File: config.mk
export PLATFORM = sky130hd
export DESIGN_NAME = a16_register_bank
export DESIGN_NICKNAME = d
export VERILOG_FILES = /design/src/inc/a16_bank_pkg.sv /design/src/verilog/a16_register_bank.sv
export SDC_FILE = /design/constraint.sdc
export NUM_CORES = 1
export LEC_CHECK = 0
export BUFFER_PORTS_ARGS = -buffer_cell sky130_fd_sc_hd__buf_2
export CAP_MARGIN = 15
export CORE_MARGIN = 10
export CORE_UTILIZATION = 50
export DETAILED_ROUTE_END_ITERATION = 10
export PLACE_DENSITY = 0.7
export SETUP_SLACK_MARGIN = 0.02
export SKIP_LAST_GASP = 1
export SLEW_MARGIN = 20
export SYNTH_ARGS = -nofsm -noshare
export SYNTH_HDL_FRONTEND = slang
export SYNTH_SLANG_ARGS = --single-unit
File: constraint.sdc
create_clock -name REF_CLK -period 41.4 [get_ports REF_CLK]
set_clock_uncertainty 0.05 [all_clocks]
set_input_delay 6.21 -clock REF_CLK [delete_from_list [all_inputs] [get_ports REF_CLK]]
set_output_delay 6.21 -clock REF_CLK [all_outputs]
set_load 0.02 [all_outputs]
File: src/inc/a16_bank_pkg.sv
// shared constants, reset values and types for the a16 register bank
package a16_bank_pkg;
  // ----------------------------------------
  // address space
  // ----------------------------------------
  localparam logic [15:0] A16_START   = 16'hC000;
  localparam int          BLOCK_BITS  = 6;
  localparam int          WIDE_BITS   = 18;
  localparam int          WIDE_TAGW   = 24 - WIDE_BITS;
  // ----------------------------------------
  // register offsets inside the block
  // ----------------------------------------
  localparam logic [5:0] OFS_IDENT    = 6'h00;
  localparam logic [5:0] OFS_DEVTYPE  = 6'h02;
  localparam logic [5:0] OFS_STATCTL  = 6'h04;
  localparam logic [5:0] OFS_WIDEBASE = 6'h06;
  localparam logic [5:0] OFS_CAL      = 6'h08;
  localparam logic [5:0] OFS_CARDCFG  = 6'h0A;
  localparam logic [5:0] OFS_TRIGCTL  = 6'h0E;
  localparam logic [5:0] OFS_INTCTL   = 6'h10;
  localparam logic [5:0] OFS_INTSTAT  = 6'h12;
  localparam logic [5:0] OFS_ISO      = 6'h14;
  localparam logic [5:0] OFS_PROGSEL  = 6'h16;
  localparam logic [5:0] OFS_CHTRIG   = 6'h18;
  localparam logic [5:0] OFS_OUTTYPE  = 6'h1A;
  localparam logic [5:0] OFS_RELAY    = 6'h1C;
  localparam logic [5:0] OFS_CARDCTL  = 6'h1E;
  localparam logic [5:0] OFS_WINDOW   = 6'h20;
  // ----------------------------------------
  // reset values and fields
  // ----------------------------------------
  localparam logic [15:0] RST_ZERO    = 16'h0000;
  localparam logic [15:0] RST_ONES    = 16'hFFFF;
  localparam logic [15:0] RST_CAL     = 16'h2000;
  localparam logic [15:0] RST_TRIG8   = 16'hFF00;
  localparam logic [7:0]  UPPER_ONES  = 8'hFF;
  localparam int          SOFT_RST_BIT = 0;
  localparam int          WIN_LSB     = 0;
  localparam int          WIN_W       = 4;
  localparam int          WIDE_TAG_LSB = 10;
  // ----------------------------------------
  // bus cycle states
  // ----------------------------------------
  typedef enum logic {ST_IDLE, ST_ACK} cycle_st_t;
endpackage

File: src/verilog/a16_register_bank.sv
// a16 register bank: bus slave, decode, reset states and channel control registers
`timescale 1ns/100ps
// What this block does
// block base is C000 hex plus logical address times 64 in a16 space
// block spans 64 bytes; register address is base plus offset
// status read and control write sit at offset 04
// logical address from switches or a write; decoding follows the new value
// host uses only 8-bit or 16-bit transfers
// power-on loads every register with its reset state; soft reset reloads all but the wide base and logical address
// identity and device type registers are untouched by any reset
// output type at 1A resets to FFFF, or to jumpers when jumper selected
// program select at 16 resets to FFFF, or to the jumper positions
// relay control at 1C resets to FFFF, all relays open
// isolation status at 14 shows each channel isolated or not
// calibration control at 08 resets to 2000 hex
// channel trigger at 18 resets to 0000, or FF00 in 8-channel build
// 8-channel build holds upper byte of channel registers at ones
// four-bit window select in card control at 1E picks the a24 group
// wide space base register holds upper a24 lines; a24 decodes against it
// writes to read-only or empty offsets ignored, cycle completes normally
module a16_register_bank #(
  parameter int          CHANNELS = 16,
  parameter logic [15:0] IDENT    = 16'h1234,  // arbitrary value
  parameter logic [15:0] DEVTYPE  = 16'h5678,  // arbitrary value
  parameter logic [15:0] CARDCFG  = 16'h0000
) (
  // clock and reset
  input  wire logic        REF_CLK,
  input  wire logic        RST,
  // bus pins
  input  wire logic [23:1] ADDR,
  input  wire logic        AM_WIDE,
  input  wire logic        AS_N,
  input  wire logic [1:0]  DS_N,
  input  wire logic        WRITE_N,
  input  wire logic [15:0] D_IN,
  output logic      [15:0] D_OUT,
  output logic             D_OE,
  output logic             DTACK_N,
  output logic             DTACK_OE,
  // straps and jumpers
  input  wire logic [7:0]  LA_SWITCH,
  input  wire logic        JUMPER_SELECT,
  input  wire logic [15:0] PROG_JUMPER,
  input  wire logic [15:0] TYPE_JUMPER,
  input  wire logic [15:0] ISO_BUILD,
  // channel controls
  output logic      [15:0] RELAY_OPEN,
  output logic      [15:0] OUT_TYPE,
  output logic      [15:0] PROG_SELECT,
  output logic      [15:0] CHAN_TRIGGER,
  output logic      [15:0] CAL_CONTROL,
  output logic [3:0]       WINDOW_SEL
);
  // ----------------------------------------
  // state
  // ----------------------------------------
  typedef struct packed {
    a16_bank_pkg::cycle_st_t st;
    logic        init;
    logic        por;        // power-on load of the switch address pending
    logic [1:0]  settle;     // init cycles left while strap synchronisers fill
    logic [22:0] addr1, addr2;
    logic [1:0]  ctl1, ctl2;     // wide modifier, write_n
    logic [2:0]  str1, str2;     // as_n, ds_n[1:0]
    logic [15:0] din1, din2;
    logic [7:0]  la1, la2;
    logic        js1, js2;
    logic [15:0] pj1, pj2, tj1, tj2, iso1, iso2;
    logic [7:0]  logical_address;
    logic [15:0] ctrl, wbase, cal, trigctl, intctl, intstat;
    logic [15:0] prog, chtrig, otype, relay, cardctl;
    logic [15:0] rdata;
  } state_t;

  state_t q, d;

  // strap synchronisers leave reset cleared, so init lasts until they carry the pins
  localparam logic [1:0] SETTLE_CYCLES = 2'd2;

  // ----------------------------------------
  // helpers
  // ----------------------------------------
  // per-channel value with absent channels forced high
  function automatic logic [15:0] chmask(input logic [15:0] v);
    chmask = (CHANNELS == 8) ? {a16_bank_pkg::UPPER_ONES, v[7:0]} : v;
  endfunction

  // byte lane merge: ds_n[1] even (high) byte, ds_n[0] odd (low) byte
  function automatic logic [15:0] merge(input logic [15:0] old, input logic [15:0] nw,
                                         input logic [1:0] dsn);
    merge = {dsn[1] ? old[15:8] : nw[15:8], dsn[0] ? old[7:0] : nw[7:0]};
  endfunction

  // ----------------------------------------
  // decode
  // ----------------------------------------
  logic [15:0] base16;
  logic        hit16;
  logic        hit24;
  logic        hit;
  logic        strobe;
  logic        wr;
  logic [5:0]  ofs;

  // base follows the live logical address, so a reassignment takes effect at once
  assign base16 = a16_bank_pkg::A16_START + {2'b00, q.logical_address, 6'b00_0000};
  assign hit16  = !q.ctl2[1] &&
                  (q.addr2[14:a16_bank_pkg::BLOCK_BITS-1] == base16[15:a16_bank_pkg::BLOCK_BITS]);
  assign hit24  = q.ctl2[1] && (q.addr2[22:a16_bank_pkg::WIDE_BITS-1] ==
                  q.wbase[15:a16_bank_pkg::WIDE_TAG_LSB]);
  assign strobe = !q.str2[2] && (q.str2[1:0] != 2'b11);
  assign hit    = strobe && (hit16 || hit24);
  assign wr     = !q.ctl2[0];
  assign ofs    = {q.addr2[a16_bank_pkg::BLOCK_BITS-2:0], 1'b0};

  // ----------------------------------------
  // next state
  // ----------------------------------------
  // one process for sync, access and reset loading
  always_comb begin
    d       = q;
    d.init  = 1'b0;
    // hold init until the straps have passed both flops; the last init cycle wins
    if (q.settle != 2'd0) begin
      d.settle = q.settle - 2'd1;
      d.init   = 1'b1;
    end
    // two-stage synchronisers on every pin
    d.addr1 = ADDR;
    d.addr2 = q.addr1;
    d.ctl1  = {AM_WIDE, WRITE_N};
    d.ctl2  = q.ctl1;
    d.str1  = {AS_N, DS_N};
    d.str2  = q.str1;
    d.din1  = D_IN;
    d.din2  = q.din1;
    d.la1   = LA_SWITCH;
    d.la2   = q.la1;
    d.js1   = JUMPER_SELECT;
    d.js2   = q.js1;
    d.pj1   = PROG_JUMPER;
    d.pj2   = q.pj1;
    d.tj1   = TYPE_JUMPER;
    d.tj2   = q.tj1;
    d.iso1  = ISO_BUILD;
    d.iso2  = q.iso1;
    // bus cycle: one access per strobe, dtack held until strobes drop
    unique case (q.st)
      a16_bank_pkg::ST_IDLE: begin
        if (hit && !q.init) begin
          d.st    = a16_bank_pkg::ST_ACK;
          d.rdata = a16_bank_pkg::RST_ZERO;
          if (hit16) begin
            unique case (ofs)
              a16_bank_pkg::OFS_IDENT:    d.rdata = IDENT;
              a16_bank_pkg::OFS_DEVTYPE:  d.rdata = DEVTYPE;
              a16_bank_pkg::OFS_STATCTL:  d.rdata = q.ctrl;
              a16_bank_pkg::OFS_WIDEBASE: d.rdata = q.wbase;
              a16_bank_pkg::OFS_CAL:      d.rdata = q.cal;
              a16_bank_pkg::OFS_CARDCFG:  d.rdata = CARDCFG;
              a16_bank_pkg::OFS_TRIGCTL:  d.rdata = q.trigctl;
              a16_bank_pkg::OFS_INTCTL:   d.rdata = q.intctl;
              a16_bank_pkg::OFS_INTSTAT:  d.rdata = q.intstat;
              a16_bank_pkg::OFS_ISO:      d.rdata = chmask(q.iso2);
              a16_bank_pkg::OFS_PROGSEL:  d.rdata = q.prog;
              a16_bank_pkg::OFS_CHTRIG:   d.rdata = q.chtrig;
              a16_bank_pkg::OFS_OUTTYPE:  d.rdata = q.otype;
              a16_bank_pkg::OFS_RELAY:    d.rdata = q.relay;
              a16_bank_pkg::OFS_CARDCTL:  d.rdata = q.cardctl;
              default:                    d.rdata = a16_bank_pkg::RST_ZERO;
            endcase
          end
          // writes: read-only and empty offsets fall through untouched
          if (hit16 && wr) begin
            unique case (ofs)
              a16_bank_pkg::OFS_IDENT: begin
                if (!q.str2[0])
                  d.logical_address = q.din2[7:0];
              end
              a16_bank_pkg::OFS_STATCTL: begin
                d.ctrl = merge(q.ctrl, q.din2, q.str2[1:0]);
                d.ctrl[a16_bank_pkg::SOFT_RST_BIT] = 1'b0;
                if (!q.str2[0] && q.din2[a16_bank_pkg::SOFT_RST_BIT])
                  d.init = 1'b1;
              end
              a16_bank_pkg::OFS_WIDEBASE: d.wbase   = merge(q.wbase, q.din2, q.str2[1:0]);
              a16_bank_pkg::OFS_CAL:      d.cal     = merge(q.cal, q.din2, q.str2[1:0]);
              a16_bank_pkg::OFS_TRIGCTL:  d.trigctl = merge(q.trigctl, q.din2, q.str2[1:0]);
              a16_bank_pkg::OFS_INTCTL:   d.intctl  = merge(q.intctl, q.din2, q.str2[1:0]);
              a16_bank_pkg::OFS_INTSTAT:  d.intstat = merge(q.intstat, q.din2, q.str2[1:0]);
              a16_bank_pkg::OFS_PROGSEL:  d.prog    = chmask(merge(q.prog, q.din2, q.str2[1:0]));
              a16_bank_pkg::OFS_CHTRIG:   d.chtrig  = chmask(merge(q.chtrig, q.din2, q.str2[1:0]));
              a16_bank_pkg::OFS_OUTTYPE:  d.otype   = chmask(merge(q.otype, q.din2, q.str2[1:0]));
              a16_bank_pkg::OFS_RELAY:    d.relay   = chmask(merge(q.relay, q.din2, q.str2[1:0]));
              a16_bank_pkg::OFS_CARDCTL:  d.cardctl = merge(q.cardctl, q.din2, q.str2[1:0]);
              default: ;
            endcase
          end
        end
      end
      a16_bank_pkg::ST_ACK: begin
        if (q.str2[1:0] == 2'b11)
          d.st = a16_bank_pkg::ST_IDLE;
      end
    endcase
    // reset loading; jumpers are sampled only after the reset release
    if (q.init) begin
      d.ctrl    = a16_bank_pkg::RST_ZERO;
      d.cal     = a16_bank_pkg::RST_CAL;
      d.relay   = chmask(a16_bank_pkg::RST_ONES);
      d.chtrig  = (CHANNELS == 8) ? a16_bank_pkg::RST_TRIG8 : a16_bank_pkg::RST_ZERO;
      d.prog    = q.js2 ? chmask(q.pj2) : chmask(a16_bank_pkg::RST_ONES);
      d.otype   = q.js2 ? chmask(q.tj2) : chmask(a16_bank_pkg::RST_ONES);
      d.trigctl = a16_bank_pkg::RST_ZERO;
      d.intctl  = a16_bank_pkg::RST_ZERO;
      d.intstat = a16_bank_pkg::RST_ZERO;
      d.cardctl = a16_bank_pkg::RST_ZERO;
      // switches give the logical address on power-on only; soft reset keeps it
      if (q.por)
        d.logical_address = q.la2;
      if (q.settle == 2'd0)
        d.por = 1'b0;
    end
  end

  // ----------------------------------------
  // registers
  // ----------------------------------------
  // async reset holds constants only; straps land on the init cycle
  always_ff @(posedge REF_CLK or posedge RST) begin
    if (RST) begin
      q       <= '0;
      q.st    <= a16_bank_pkg::ST_IDLE;
      q.init  <= 1'b1;
      q.por   <= 1'b1;
      q.settle <= SETTLE_CYCLES;
      q.str1  <= 3'h7;
      q.str2  <= 3'h7;
      q.ctl1  <= 2'h1;
      q.ctl2  <= 2'h1;
      q.logical_address <= 8'h00;
      q.cal   <= a16_bank_pkg::RST_CAL;
      q.relay <= a16_bank_pkg::RST_ONES;
      q.prog  <= a16_bank_pkg::RST_ONES;
      q.otype <= a16_bank_pkg::RST_ONES;
    end else begin
      q <= d;
    end
  end

  // ----------------------------------------
  // outputs
  // ----------------------------------------
  assign D_OUT        = q.rdata;
  assign D_OE         = (q.st == a16_bank_pkg::ST_ACK) && q.ctl2[0];
  assign DTACK_N      = !(q.st == a16_bank_pkg::ST_ACK);
  assign DTACK_OE     = (q.st == a16_bank_pkg::ST_ACK);
  assign RELAY_OPEN   = q.relay;
  assign OUT_TYPE     = q.otype;
  assign PROG_SELECT  = q.prog;
  assign CHAN_TRIGGER = q.chtrig;
  assign CAL_CONTROL  = q.cal;
  assign WINDOW_SEL   = q.cardctl[a16_bank_pkg::WIN_LSB +: a16_bank_pkg::WIN_W];
endmodule

Word level (Yosys, flattened, before mapping)
Index checks and enable logic that the tools add are counted.
{"block": "op_classes", "addsub": 2, "eq_ne": 20, "n_mux": 36, "n_bitwise": 3, "reduce_logical": 55}
{"operator": "200-bit two-way mux", "count": 2}
{"operator": "16-bit two-way mux", "count": 14}
{"operator": "16-bit one-hot mux with 14 select lines", "count": 1}
{"operator": "184-bit two-way mux", "count": 1}
{"operator": "144-bit two-way mux", "count": 1}
{"operator": "5-bit AND reduction", "count": 22}
{"operator": "8-bit two-way mux", "count": 8}
{"operator": "5-bit by 4-bit == test with 1-bit output (second input constant)", "count": 8}
{"operator": "2-bit nonzero test", "count": 13}
{"operator": "24-bit two-way mux", "count": 1}
{"operator": "15-bit by 15-bit adder with 16-bit output (first input constant)", "count": 1}
{"operator": "10-bit == test", "count": 1}
{"operator": "5-bit by 2-bit == test with 1-bit output (second input constant)", "count": 2}
{"operator": "5-bit by 3-bit == test with 1-bit output (second input constant)", "count": 2}
{"operator": "1-bit logical AND", "count": 8}
{"operator": "6-bit == test", "count": 1}
{"operator": "1-bit logical NOT", "count": 6}
{"operator": "6-bit logical NOT", "count": 1}
{"operator": "1-bit two-way mux", "count": 6}
{"operator": "5-bit by 1-bit == test with 1-bit output (second input constant)", "count": 1}
{"operator": "2-bit by 1-bit inequality test with 1-bit output (second input constant)", "count": 2}
{"operator": "2-bit inequality test (second input constant)", "count": 2}
{"operator": "2-bit AND reduction", "count": 2}
{"operator": "4-bit AND reduction", "count": 1}
{"operator": "other kinds (7)", "count": 9}
{"block": "totals", "reg_bits": 407, "output_inout_bits": 103, "wordCells": 163}

Longest topological paths before layout
{"block": "depth", "depth_word": 10, "mapped_depth": 8, "mapped_depth_nobuf": 5}

Worst setup path after synthesis
No wires, ideal clock.
{"block": "synth_timing", "kind": "register to output", "from": "register q[352] (netlist name)", "to": "output D_OE", "t_arrival_ns": 1.168, "t_required_ns": 35.140, "setup_slack_ns": 33.972, "path_stages_with_launch": 3, "path_buffers": 1, "cell_sequence": "dfstp_2 buf_1 and2_1"}
{"block": "synth_between", "elab_chain_len": 1}
{"element": "from (decl)", "line": "a16_register_bank.sv:76", "source": "state_t q, d;"}
{"element": "1-bit logical AND", "line": "a16_register_bank.sv:256", "source": "assign D_OE = (q.st == a16_bank_pkg::ST_ACK) && q.ctl2[0];"}
{"element": "to (decl)", "line": "a16_register_bank.sv:38", "source": "output logic D_OE,"}
No other way between the ends.

==> flow_metrics.tcl <==
set metrics [dict create \
    grt_max_degree 133 \
    ctsHoldBuffers 0 \
    synth-seq-area-share_pct 61.62 \
    fin_ws_ns 33.23 \
    io_pins 206 \
    syn_nets 1350 \
    grt_pass1_wl_um 69300 \
    synth_top_family_by_area "multiplexers" \
    synth_simple_gate_area_share_pct 10.17 \
    fin_crit_sh_pct 19.74 \
    clk_pin_slew_ns 0.06 \
    p_total_uw 806.6 \
    cts_tree "done" \
    drc 0 \
    place.gp.congestion 0.9164 \
    ys_top_cells_by_area "dfrtp_1 52%, mux2_2 10%, dfstp_2 9.6%, buf_4 4.7%, mux2i_1 1.8%" \
    end_kind "async pin" \
    drt-total-wl_um 45690 \
    p_per_area_nw_per_um2 43.51 \
    post-synth-top-area-fraction_pct 52.03 \
    crit_chain "buf_2 > inv_8 > buf_4 > buf_4" \
    synthAdderAreaFrac_pct 0.07607 \
    ys_seq_elements 402 \
    cpMaxStageDelayCell "buf_4" \
    rsz0062_at_grt "no" \
    hold_path_end "q[320]$_DFF_PP0_" \
    crit_top_cell "buf_4" \
    cts_resized 0 \
    min-delay-start "d[320]$_DFF_PP0_" \
    synth_edf_count 0 \
    hold_depth 0 \
    grt_pass1_vias 10740 \
    cts.sinks 402 \
    utilization_pct 56.98 \
    h-tree-depth 2 \
    r2r_setup_slack_ns 37.88 \
    root_buffer "clkbuf_16" \
    drv_slew 0 \
    status "completed" \
    layout_common_cells "341 x dfrtp_1, 203 x buf_2, 150 x mux2_2" \
    wl_per_cell_um 25.17 \
    die_h_um 201.4 \
    cts_made_buffers 41 \
    drive_above_1_share_pct 39.07 \
    cp_max_fo 132 \
    vdd_drop_max_mv 0.03663 \
    post-route-min-period_ns 8.172 \
    hold_ws_ns 0.2913 \
    clk-insertion-delay-late_ns 0.54 \
    grt-ovfl-total 0 \
    vias_per_cell 5.747 \
    synth.distinct_cells 64 \
    post-place-ws_ns 32.59 \
    num_vias 10430 \
    detail-route-antenna-nets 0 \
    critPathLaunchType "primary input" \
    die_w_um 201.4 \
    maxSlewHeadroom_pct 24.93 \
    dr.first_iter.drc_count 926 \
    yosysTopAreaCell "dfrtp_1" \
    avgSynthCellArea_um2 13.20 \
    maxCapViolations 0 \
    cpPeakStageDelay_ns 0.79 \
    critical_path_class "primary input to async pin" \
    place_hpwl_um 31980 \
    initial_core_util_pct 50.55 \
    ys.warnings.count 0 \
    n_fill_cell 2696 \
    die-area_um2 40550 \
    min_path_type "flop to flop" \
    syn_to_final_growth_pct 12.71 \
    fmax_mhz 122.4 \
    first_pass_iters 5 \
    tns_ns 0 \
    required_ns 41.84 \
    worst_slew_pin_slew_ns 1.122 \
    setup_viol_count_final 0 \
    netlist_instances 1246 \
    p_leak_nw 8.937 \
    row_count 66 \
    reg2regPathDepth 5 \
    async_reset_ff_share_pct 100.0 \
    synth-main-ff-cell "dfrtp_1" \
    synth.area.mux_share_pct 12.09 \
    layout_commonest_cell "dfrtp_1" \
    placement.io_buffers 203 \
    core-area_um2 32540 \
    nets 1443 \
    hold_viol_final 0 \
    clock_path_buffers 3 \
    antenna_found_initial 0 \
    crit-reg2reg-launch "ofs[3]$_DFF_PP0_" \
    synth_xor_area_share_pct 0.8520 \
    syn-cell-area_um2 16450 \
    r2r-end "OUT_TYPE[11]$_DFFE_PP1P_" \
    synth_compound_area_share_pct 8.444 \
    cp.arrival_ns 8.61 \
    cts_setup_buffers 0 \
    grt_use_total_pct 22.11 \
]
[how the worst max path moves through the flow]
stage          start                         end  slack [ns]  cells after the start
2_1_floorplan    RST  CAL_CONTROL[0]$_DFFE_PP0P_       24.06                      1
3_3_place_gp     RST            ofs[3]$_DFF_PP0_       32.65                      4
3_5_place_dp     RST            ofs[3]$_DFF_PP0_       32.59                      4
4_1_cts          RST            ofs[3]$_DFF_PP0_       33.14                      4
5_1_grt          RST            ofs[3]$_DFF_PP0_       32.86                      4
6_report         RST            ofs[3]$_DFF_PP0_       33.23                      4
[final cells by class]
cell class | instances | area, µm² | area share (%)
antenna | 1 | 2.502 | 0.01350
clock inverter | 13 | 146.4 | 0.7896
tap | 442 | 553.0 | 2.983
inverter | 13 | 56.30 | 0.3037
sequential | 402 | 10140 | 54.67
multi-input combinational | 657 | 5230 | 28.21
timing repair buffer | 224 | 1194 | 6.439
clock buffer | 63 | 1221 | 6.587
[report_power, final]
part | total (mW) | switching [mW] | internal (mW)
registers | 0.408 | 0.00501 | 0.403
logic | 0.0273 | 0.0194 | 0.00786
clock network | 0.371 | 0.149 | 0.222
[flip-flops by register name, summed over array words and instances, names as in the netlist]
signal        count
PROG_SELECT      16
DTACK_OE          1
CAL_CONTROL      16
ofs               5
D_OUT            16
RELAY_OPEN       16
q               197
d                99
OUT_TYPE         16
CHAN_TRIGGER     16
WINDOW_SEL        4
[per-stage QoR]
stage,area [µm²],instances
final,18540,1815
after CTS,18510,1813
after floorplan,16450,1246
after global routing,18540,1814
after global placement,17140,1737
after detailed placement,17140,1737
[cells in the mapped netlist, types with 22 or more instances]
| cell | n |
|---|---|
| clkbuf_1 | 48 |
| dfstp_2 | 60 |
| nand2b_1 | 32 |
| a21oi_1 | 27 |
| o21ai_0 | 40 |
| dfrtp_1 | 342 |
| a22o_1 | 22 |
| mux2i_1 | 30 |
| nor2_1 | 35 |
| nand2_1 | 37 |
| buf_4 | 103 |
| mux2_2 | 150 |
[routing by layer]
metal / share of wire [%] / vias to the layer above / track usage (%)
met5: 0 / - / 0
met4: 3.1 / 0 / 7.409
met3: 7.7 / 84 / 4.851
met2: 45 / 471 / 33.66
met1: 44 / 5314 / 30.80
li1: - / 4562 / -
[critical path, delay by kind of cell]
family / cells / cell delay, ns
buffers and inverters: 4 / 2.25
[kinds of logic (layout without fill, tap and decap cells)]
| group | Yosys count | count (layout) |
|---|---|---|
| multiplexers | 180 | 180 |
| flip-flops | 402 | 402 |
| adder cells (fa/ha/maj) | 1 | 1 |
| AO/OA/AOI/OAI | 193 | 193 |
| other | 0 | 1 |
| AND/OR/NAND/NOR | 267 | 267 |
| XOR/XNOR | 16 | 16 |
| buffers and inverters | 187 | 313 |
Note: power is estimated with default switching activity, not from simulation.
